File: src/verilog/cmd_buffer_pkg.sv
`default_nettype none
package cmd_buffer_pkg;
  // ***************************************************
  // widths and depths
  // ***************************************************
  localparam int CMD_W      = 22;  // command/address lines
  localparam int SEL_W      = 2;   // rank selects
  localparam int CKE_W      = 2;   // dram clock enables
  localparam int ODT_W      = 2;   // dram termination lines
  localparam int LOG_DEPTH  = 8;   // fault log words

  // ***************************************************
  // reset values
  // ***************************************************
  localparam logic [CMD_W-1:0] CMD_RST     = 22'h000000;
  localparam logic             FAULT_N_RST = 1'b1;  // idles high
  localparam logic             CHK_RST     = 1'b0;

  // ***************************************************
  // carriers
  // ***************************************************
  // redriven side-band lines of one bank
  typedef struct packed {
    logic [SEL_W-1:0] select_n;
    logic [CKE_W-1:0] cke;
    logic [ODT_W-1:0] odt;
  } ctrl_type;

  localparam ctrl_type CTRL_RST = '{select_n: 2'h0, cke: 2'h0, odt: 2'h0};

  // fault output sequencer: two low cycles then idle
  typedef enum logic [1:0] {
    FAULT_IDLE   = 2'b00,
    FAULT_LOW_1  = 2'b01,
    FAULT_LOW_2  = 2'b10
  } fault_state_type;
endpackage
`default_nettype wire

File: src/verilog/registered_cmd_buffer_parity.sv
`timescale 1ns/1ps
`default_nettype none
// ***************************************************
// fault log fifo
// ***************************************************
module fault_log_fifo #(
  parameter int WIDTH = 22,
  parameter int DEPTH = 8
) (
  // clock and reset
  input  wire logic             i_clk_sys,
  input  wire logic             i_reset_n,
  // filling side
  input  wire logic             i_in_valid,
  output logic                  o_in_ready,
  input  wire logic [WIDTH-1:0] i_in_data,
  // draining side
  output logic                  o_out_valid,
  input  wire logic             i_out_ready,
  output logic [WIDTH-1:0]      o_out_data
);
  localparam int AW = $clog2(DEPTH);

  initial begin
    if (DEPTH < 2 || (1 << AW) != DEPTH) begin
      $error("fault_log_fifo: depth must be a power of two");
    end
  end

  // whole fifo state in one struct
  typedef struct packed {
    logic [DEPTH-1:0][WIDTH-1:0] mem;
    logic [AW-1:0]               wr_ptr;
    logic [AW-1:0]               rd_ptr;
    logic [AW:0]                 count;
  } fifo_state_type;

  fifo_state_type st_q;  // registered state
  fifo_state_type st_d;  // next state
  logic           push;  // accepted write
  logic           pop;   // accepted read

  // honest flags from the occupancy count
  assign o_in_ready  = (st_q.count != (AW+1)'(DEPTH));
  assign o_out_valid = (st_q.count != '0);
  assign o_out_data  = st_q.mem[st_q.rd_ptr];
  assign push        = i_in_valid && o_in_ready;
  assign pop         = o_out_valid && i_out_ready;

  // next-state logic
  always_comb begin
    st_d = st_q;
    if (push) begin
      st_d.mem[st_q.wr_ptr] = i_in_data;
      st_d.wr_ptr           = st_q.wr_ptr + 1'b1;
    end
    if (pop) begin
      st_d.rd_ptr = st_q.rd_ptr + 1'b1;
    end
    // count moves only when exactly one side acts
    case ({push, pop})
      2'b10:   st_d.count = st_q.count + 1'b1;
      2'b01:   st_d.count = st_q.count - 1'b1;
      default: st_d.count = st_q.count;
    endcase
  end

  // state register, cleared with the buffer reset
  always_ff @(posedge i_clk_sys or negedge i_reset_n) begin
    if (!i_reset_n) begin
      st_q <= '0;
    end else begin
      st_q <= st_d;
    end
  end
endmodule

// ***************************************************
// registered 1:2 command buffer with parity check
// ***************************************************
module registered_cmd_buffer_parity #(
  parameter int CMD_W     = 22,
  parameter int LOG_DEPTH = 8
) (
  // clock and asynchronous reset
  input  wire logic                                 i_clk_sys,
  input  wire logic                                 i_reset_n,
  // command/address from the controller
  input  wire logic [CMD_W-1:0]                     i_cmd_addr_in,
  input  wire logic                                 i_parity_bit_in,
  input  wire logic                                 i_rank_select0_n,
  input  wire logic                                 i_rank_select1_n,
  input  wire logic [cmd_buffer_pkg::CKE_W-1:0]     i_dram_clk_enable_in,
  input  wire logic [cmd_buffer_pkg::ODT_W-1:0]     i_dram_termination_in,
  // program input
  input  wire logic                                 i_select_gated_capture_en,
  // redriven bank a
  output logic [CMD_W-1:0]                          o_cmd_addr_out_bank_a,
  output logic [cmd_buffer_pkg::SEL_W-1:0]          o_rank_select_out_a,
  output logic [cmd_buffer_pkg::CKE_W-1:0]          o_cke_out_a,
  output logic [cmd_buffer_pkg::ODT_W-1:0]          o_odt_out_a,
  // redriven bank b
  output logic [CMD_W-1:0]                          o_cmd_addr_out_bank_b,
  output logic [cmd_buffer_pkg::SEL_W-1:0]          o_rank_select_out_b,
  output logic [cmd_buffer_pkg::CKE_W-1:0]          o_cke_out_b,
  output logic [cmd_buffer_pkg::ODT_W-1:0]          o_odt_out_b,
  // parity fault, active low
  output logic                                      o_parity_fault_n,
  // fault log of offending command words
  output logic                                      o_log_valid,
  input  wire logic                                 i_log_ready,
  output logic [CMD_W-1:0]                          o_log_data,
  output logic                                      o_log_dropped
);
  initial begin
    if (CMD_W != cmd_buffer_pkg::CMD_W || LOG_DEPTH != cmd_buffer_pkg::LOG_DEPTH) begin
      $error("registered_cmd_buffer_parity: widths fixed by the package");
    end
  end

  // whole block state in one struct
  typedef struct packed {
    logic [CMD_W-1:0]                cmd_a;     // bank a command lines
    logic [CMD_W-1:0]                cmd_b;     // bank b command lines
    cmd_buffer_pkg::ctrl_type        ctrl_a;    // bank a side-band
    cmd_buffer_pkg::ctrl_type        ctrl_b;    // bank b side-band
    logic [CMD_W-1:0]                cmd_prev;  // word awaiting its parity bit
    logic                            chk_prev;  // that word had a select low
    logic                            mism;      // compare result, one stage
    cmd_buffer_pkg::fault_state_type fault_st;  // low-pulse sequencer
    logic                            fault_n;   // output flop
    logic                            dropped;   // sticky log overflow
  } state_type;

  localparam state_type STATE_RST = '{
    cmd_a:    cmd_buffer_pkg::CMD_RST,
    cmd_b:    cmd_buffer_pkg::CMD_RST,
    ctrl_a:   cmd_buffer_pkg::CTRL_RST,
    ctrl_b:   cmd_buffer_pkg::CTRL_RST,
    cmd_prev: cmd_buffer_pkg::CMD_RST,
    chk_prev: cmd_buffer_pkg::CHK_RST,
    mism:     1'b0,
    fault_st: cmd_buffer_pkg::FAULT_IDLE,
    fault_n:  cmd_buffer_pkg::FAULT_N_RST,
    dropped:  1'b0
  };

  state_type                st_q;        // registered state
  state_type                st_d;        // next state
  logic                     sel_active;  // at least one select low now
  logic                     capture;     // command lines load this edge
  logic                     mismatch;    // parity compare this edge
  logic                     log_ready;   // fifo can take a word
  cmd_buffer_pkg::ctrl_type ctrl_in;     // side-band inputs bundled

  // even parity: xor of word and parity bit must be zero
  function automatic logic parity_bad(input logic [CMD_W-1:0] word, input logic par);
    parity_bad = ^{word, par};
  endfunction

  assign sel_active = !i_rank_select0_n || !i_rank_select1_n;
  // gated mode holds the lines while no rank is addressed
  assign capture    = !i_select_gated_capture_en || sel_active;
  // parity arrives one edge late, so compare with the stored word
  assign mismatch   = st_q.chk_prev && parity_bad(st_q.cmd_prev, i_parity_bit_in);
  assign ctrl_in    = '{select_n: {i_rank_select1_n, i_rank_select0_n},
                        cke: i_dram_clk_enable_in, odt: i_dram_termination_in};

  // ***************************************************
  // next-state logic
  // ***************************************************
  always_comb begin
    st_d = st_q;
    // command lines, same word on both banks
    if (capture) begin
      st_d.cmd_a = i_cmd_addr_in;
      st_d.cmd_b = i_cmd_addr_in;
    end
    // side-band lines ignore the gating mode
    st_d.ctrl_a = ctrl_in;
    st_d.ctrl_b = ctrl_in;
    // parity pipeline: check every word with a select low, whatever the gating mode
    st_d.cmd_prev = i_cmd_addr_in;
    st_d.chk_prev = sel_active;
    st_d.mism     = mismatch;
    // extra stage between compare and pin
    case (st_q.fault_st)
      cmd_buffer_pkg::FAULT_IDLE: begin
        if (st_q.mism) begin
          st_d.fault_st = cmd_buffer_pkg::FAULT_LOW_1;
        end
      end
      cmd_buffer_pkg::FAULT_LOW_1: begin
        st_d.fault_st = st_q.mism ? cmd_buffer_pkg::FAULT_LOW_1 : cmd_buffer_pkg::FAULT_LOW_2;
      end
      cmd_buffer_pkg::FAULT_LOW_2: begin
        // a fresh error restarts the two-cycle window
        st_d.fault_st = st_q.mism ? cmd_buffer_pkg::FAULT_LOW_1 : cmd_buffer_pkg::FAULT_IDLE;
      end
      default: begin
        st_d.fault_st = cmd_buffer_pkg::FAULT_IDLE;
      end
    endcase
    st_d.fault_n = (st_d.fault_st == cmd_buffer_pkg::FAULT_IDLE);
    // the log never stalls the buffer; losses are flagged instead
    if (mismatch && !log_ready) begin
      st_d.dropped = 1'b1;
    end
  end

  // ***************************************************
  // state register
  // ***************************************************
  // reset acts at once, without a clock edge
  always_ff @(posedge i_clk_sys or negedge i_reset_n) begin
    if (!i_reset_n) begin
      st_q <= STATE_RST;
    end else begin
      st_q <= st_d;
    end
  end

  // ***************************************************
  // fault log
  // ***************************************************
  // keeps each mismatching word that finds room for later diagnosis
  fault_log_fifo #(
    .WIDTH (CMD_W),
    .DEPTH (LOG_DEPTH)
  ) fault_log_fifo_i (
    .i_clk_sys   (i_clk_sys),
    .i_reset_n   (i_reset_n),
    .i_in_valid  (mismatch),
    .o_in_ready  (log_ready),
    .i_in_data   (st_q.cmd_prev),
    .o_out_valid (o_log_valid),
    .i_out_ready (i_log_ready),
    .o_out_data  (o_log_data)
  );

  // outputs straight from the state flops
  assign o_cmd_addr_out_bank_a = st_q.cmd_a;
  assign o_cmd_addr_out_bank_b = st_q.cmd_b;
  assign o_rank_select_out_a   = st_q.ctrl_a.select_n;
  assign o_cke_out_a           = st_q.ctrl_a.cke;
  assign o_odt_out_a           = st_q.ctrl_a.odt;
  assign o_rank_select_out_b   = st_q.ctrl_b.select_n;
  assign o_cke_out_b           = st_q.ctrl_b.cke;
  assign o_odt_out_b           = st_q.ctrl_b.odt;
  assign o_parity_fault_n      = st_q.fault_n;
  assign o_log_dropped         = st_q.dropped;

  // ***************************************************
  // assertions
  // ***************************************************
  // sampled values: a pin seen at an edge was set by the edge before
  a_gated_hold: assert property (@(posedge i_clk_sys) disable iff (!i_reset_n)
    (i_select_gated_capture_en && i_rank_select0_n && i_rank_select1_n) |=> $stable(o_cmd_addr_out_bank_a))
    else $error("gated capture did not hold");
  a_gated_load: assert property (@(posedge i_clk_sys) disable iff (!i_reset_n)
    (i_select_gated_capture_en && !i_rank_select0_n) |=> o_cmd_addr_out_bank_a == $past(i_cmd_addr_in))
    else $error("gated capture missed a selected word");
  a_open_load: assert property (@(posedge i_clk_sys) disable iff (!i_reset_n)
    !i_select_gated_capture_en |=> o_cmd_addr_out_bank_a == $past(i_cmd_addr_in))
    else $error("ungated capture missed a word");
  a_banks_equal: assert property (@(posedge i_clk_sys) disable iff (!i_reset_n)
    o_cmd_addr_out_bank_a == o_cmd_addr_out_bank_b && o_rank_select_out_a == o_rank_select_out_b)
    else $error("banks differ");
  a_sideband_load: assert property (@(posedge i_clk_sys) disable iff (!i_reset_n)
    1'b1 |=> o_cke_out_b == $past(i_dram_clk_enable_in) && o_odt_out_a == $past(i_dram_termination_in)
      && o_rank_select_out_b == $past({i_rank_select1_n, i_rank_select0_n}))
    else $error("side-band lines not registered");
  // back-to-back mismatches keep the pin low, so only the low edge is fixed here
  a_fault_timing: assert property (@(posedge i_clk_sys) disable iff (!i_reset_n)
    (st_q.chk_prev && parity_bad(st_q.cmd_prev, i_parity_bit_in)) |-> ##2 !o_parity_fault_n)
    else $error("fault output not low two edges after a mismatch");
  // from idle the pin must wait out the extra stage before falling
  a_fault_delay: assert property (@(posedge i_clk_sys) disable iff (!i_reset_n)
    (st_q.chk_prev && parity_bad(st_q.cmd_prev, i_parity_bit_in) && o_parity_fault_n && !st_q.mism)
      |-> ##1 o_parity_fault_n)
    else $error("fault output fell before its delay stage");
  a_fault_width: assert property (@(posedge i_clk_sys) disable iff (!i_reset_n)
    $fell(o_parity_fault_n) |-> !o_parity_fault_n [*2])
    else $error("fault output shorter than two cycles");
  a_fault_quiet: assert property (@(posedge i_clk_sys) disable iff (!i_reset_n)
    (!st_q.mism && !$past(st_q.mism) && !$past(st_q.mism, 2)) |-> o_parity_fault_n)
    else $error("fault output low without a mismatch");
  a_reset_outputs: assert property (@(posedge i_clk_sys)
    !i_reset_n |-> o_cmd_addr_out_bank_a == '0 && o_cke_out_b == '0 && o_parity_fault_n && !st_q.mism)
    else $error("reset did not clear the buffer");

  // main scenarios the bench should reach
  c_gated_hold: cover property (@(posedge i_clk_sys) disable iff (!i_reset_n)
    i_select_gated_capture_en && i_rank_select0_n && i_rank_select1_n && i_cmd_addr_in != o_cmd_addr_out_bank_a);
  c_fault_pulse: cover property (@(posedge i_clk_sys) disable iff (!i_reset_n)
    $fell(o_parity_fault_n) ##2 o_parity_fault_n);
  c_log_drop: cover property (@(posedge i_clk_sys) disable iff (!i_reset_n) $rose(o_log_dropped));
  c_fault_retrig: cover property (@(posedge i_clk_sys) disable iff (!i_reset_n)
    !o_parity_fault_n && st_q.mism);
  c_open_load: cover property (@(posedge i_clk_sys) disable iff (!i_reset_n)
    !i_select_gated_capture_en && i_rank_select0_n && i_rank_select1_n);
endmodule
`default_nettype wire
File: config.mk
export PLATFORM = sky130hd
export DESIGN_NAME = registered_cmd_buffer_parity
export DESIGN_NICKNAME = d
export VERILOG_FILES = /design/src/verilog/cmd_buffer_pkg.sv /design/src/verilog/registered_cmd_buffer_parity.sv
export SDC_FILE = /design/constraint.sdc
export NUM_CORES = 1
export LEC_CHECK = 0
export BUFFER_PORTS_ARGS = -buffer_cell sky130_fd_sc_hd__buf_2
export CAP_MARGIN = 20
export CORE_AREA = 2 2 201 203
export DETAILED_ROUTE_END_ITERATION = 6
export DIE_AREA = 0 0 203 205
export HOLD_SLACK_MARGIN = 0.08
export SYNTH_ARGS = -nofsm -noshare
export SYNTH_HDL_FRONTEND = slang
export SYNTH_SLANG_ARGS = --single-unit
File: constraint.sdc
create_clock -name i_clk_sys -period 3.7 [get_ports i_clk_sys]
set_input_delay 0.74 -clock i_clk_sys [delete_from_list [all_inputs] [get_ports i_clk_sys]]
set_output_delay 0.74 -clock i_clk_sys [all_outputs]
set_load 0.02 [all_outputs]
==> impl_metrics.env <==
export IMPL_reg2reg_to="fault_log_fifo_i.st_q[2]"
export IMPL_regToRegSetupSlack_ns=0.50
export IMPL_clockBufferDepth=3
export IMPL_cts_resized=0
export IMPL_p_leak_nw=5.46
export IMPL_synth_mux_area_frac=0.322
export IMPL_via_per_inst=4.37
export IMPL_grt_antenna_before_repair=1
export IMPL_worstSetupEndpointType="output pin"
export IMPL_outcome="finished clean"
export IMPL_synth_flop_cell="dfrtp_1"
export IMPL_skew_ns=0.0172
export IMPL_place_hpwl_um=14800
export IMPL_min_path_type="input port to async pin"
export IMPL_worst_pin_slew_ns=0.725
export IMPL_cts_tree="built"
export IMPL_drtIter0Drc=243
export IMPL_antenna_left=0
export IMPL_fillers=3868
export IMPL_setup_violations=0
export IMPL_synth_top_area_share=0.553
export IMPL_cts_hold_buf=0
export IMPL_yosysTopAreaCell="dfrtp_1"
export IMPL_clkTransAtPathRegs_ns=0.06
export IMPL_synth_fa_ha_area_frac=0.00574
export IMPL_rsz0062_at_grt="no"
export IMPL_crit_path_start="fault_log_fifo_i.st_q[4]"
export IMPL_setup_tns_final_ns=0
export IMPL_slowest_delay_ns=0.55
export IMPL_syn_inst=697
export IMPL_numCtsBuffers=29
export IMPL_ys_warnings_count=0
export IMPL_initial_core_util=0.277
export IMPL_detail_route_wirelength_um=23300
export IMPL_worstPathRequired_ns=2.96
export IMPL_insertion_delay_ns=0.56
export IMPL_synth_area_leaders="dfrtp_1 55%, mux2_1 14%, mux2_2 9.3%"
export IMPL_num_antenna_cells=0
export IMPL_rows=73
export IMPL_routabilityCongestion=0.686
export IMPL_slew_viol_final=0
export IMPL_cp_max_fo=17
export IMPL_ys_types=29
export IMPL_portBuffers=113
export IMPL_synth_edff_count=0
export IMPL_max_cap_viol_count=0
export IMPL_path_class="flop to output pin"
export IMPL_clock_sinks=242
export IMPL_firstDrtPassIters=4
export IMPL_final_nets=801
export IMPL_design_core_area_um2=39400
export IMPL_die_w_um=203
export IMPL_power_density_nw_per_um2=920
export IMPL_irDropWorstVdd_uv=521
export IMPL_final_area_um2=12700
export IMPL_io_pins=114
export IMPL_syn_num_nets=735
export IMPL_period_minus_slack_ns=3.27
export IMPL_cts_root_buf="clkbuf_16"
export IMPL_cts_setup_buffers=0
export IMPL_grt_pass1_wl_um=36500
export IMPL_reg2reg_from="st_q[8]"
export IMPL_ys_async_sr_fraction=1.00
export IMPL_dpl_cell_area_um2=11800
export IMPL_grt_pass1_vias=6128
export IMPL_netlist_area_um2=10900
export IMPL_dieArea_um2=41600
export IMPL_cp_start_kind="flop"
export IMPL_final_layout_size_suffix_gt1_frac=0.427
export IMPL_crit_arrival_ns=2.53
export IMPL_routedWlPerCell_um=17.8
export IMPL_fmax_mhz=306
export IMPL_num_vias=5712
export IMPL_rr_worst_depth=13
export IMPL_grt_usage=0.115
export IMPL_finalHoldViolations=0
export IMPL_overflow=0
export IMPL_fin_crit_sh=0.884
export IMPL_cts_htree_levels=1
export IMPL_synth_compound_area_share=0.00275
export IMPL_synth_simple_area_share=0.0247
export IMPL_syn_avg_cell_area_um2=15.6
export IMPL_synth_xor_area_frac=0.0253
export IMPL_synth_seq_area_share=0.555
export IMPL_cp_slowest_cell="mux4_2"
export IMPL_slew_headroom=0.517
export IMPL_ys_seq_elements=242
export IMPL_worstPathCellList="buf_4 -> mux4_2 -> mux2_2 -> buf_2"
export IMPL_drc=0
export IMPL_grt_max_degree=79
export IMPL_die_h_um=205
export IMPL_areaGrowthSynthToFinish_pct=16.3
export IMPL_synth_top_family_by_area="multiplexers"
-- how the worst max path moves through the flow --
stage | endpoint | depth (start not counted) | slack, ns
2_1_floorplan | fault_log_fifo_i.st_q[2] | 14 | 0.44
3_3_place_gp | fault_log_fifo_i.st_q[2] | 14 | 0.33
3_5_place_dp | fault_log_fifo_i.st_q[2] | 14 | 0.27
4_1_cts | o_log_data[1] | 4 | 0.34
5_1_grt | fault_log_fifo_i.st_q[3] | 13 | 0.25
6_report | o_log_data[1] | 4 | 0.43
-- layout make-up --
type	count	area, um2	area share
flip-flops and latches	242	6060	0.478
multi-input cells	341	4170	0.329
repair buffers	144	871	0.0686
clock buffers	42	825	0.0650
well taps	525	657	0.0518
clock inverters	9	87.6	0.00690
inverters	5	18.8	0.00148
-- power breakdown --
part,total [W],switching [W],internal [W]
combinational,0.00450,0.00209,0.00241
clock,0.00274,0.00112,0.00161
sequential,0.00443,0.000683,0.00375
total,0.0117,0.00389,0.00777
-- logic make-up (layout without fill, tap and decap cells) --
family                   count (synthesis)  in the layout
multiplexers                           268            268
XOR/XNOR                                30             30
AND/OR/NAND/NOR                         33             33
adder cells (fa/ha/maj)                  5              5
AO/OA/AOI/OAI                            5              5
buffers and inverters                  114            200
flip-flops                             242            242
-- layer usage --
layer / vias up / global-route usage / wire length (um)
li1: 2561 / - / -
met1: 3037 / 0.155 / 10800
met2: 88 / 0.188 / 11200
met3: 26 / 0.0227 / 893
met4: 0 / 0.0305 / 429
met5: - / 0 / 0
-- cell usage after synthesis (4+ instances only) --
cell,instances
ha_1,5
mux2_2,90
mux2_1,134
inv_1,5
dfrtp_1,241
buf_1,8
nor2_1,5
nor4_4,6
buf_4,71
xnor2_1,22
xor2_1,7
nand2b_1,4
mux4_2,44
nand2_1,10
clkbuf_1,26
buf_2,4
-- registers in the layout (all words and copies together), names as in the netlist --
| signal | cells |
|---|---|
| o_cmd_addr_out_bank_b | 22 |
| o_log_dropped | 1 |
| st_q | 26 |
| fault_log_fifo_i.st_q | 186 |
| o_parity_fault_n | 1 |
| o_rank_select_out_b | 2 |
| o_odt_out_b | 2 |
| o_cke_out_b | 2 |
-- layout by cell type (no fill, tap or decap), types with 2 or more instances in the layout --
cell	n
nand2_1	10
mux2_1	134
buf_2	112
mux2_2	90
nor4_4	6
nor2_1	5
inv_1	5
buf_12	5
ha_1	5
clkbuf_8	5
dfrtp_2	2
inv_6	4
clkbuf_1	8
nor3_1	2
nand2b_1	4
clkinv_2	3
dfrtp_1	239
clkbuf_16	29
a21oi_1	2
buf_4	26
mux4_2	44
xor2_1	7
xnor2_1	22
-- critical path: cells and delay by family (launching register included) --
kind	cells	cell delay, ns
buffers and inverters	2	0.58
muxes	2	0.86
DFF	1	0.52
-- per-stage QoR --
stage          worst slack (ns)  hold slack [ns]  total power, W  instances  utilization
3_5_place_dp              0.272            0.420         0.00910       1257        0.299
4_1_cts                   0.339            0.171          0.0119       1308        0.322
2_1_floorplan             0.442            0.405         0.00772        697            -
3_3_place_gp              0.333            0.418         0.00898       1257        0.299
6_report                  0.430            0.144          0.0117       1308        0.322
5_1_grt                   0.248            0.193          0.0124       1308        0.322
(Power assumes the default switching activity.)
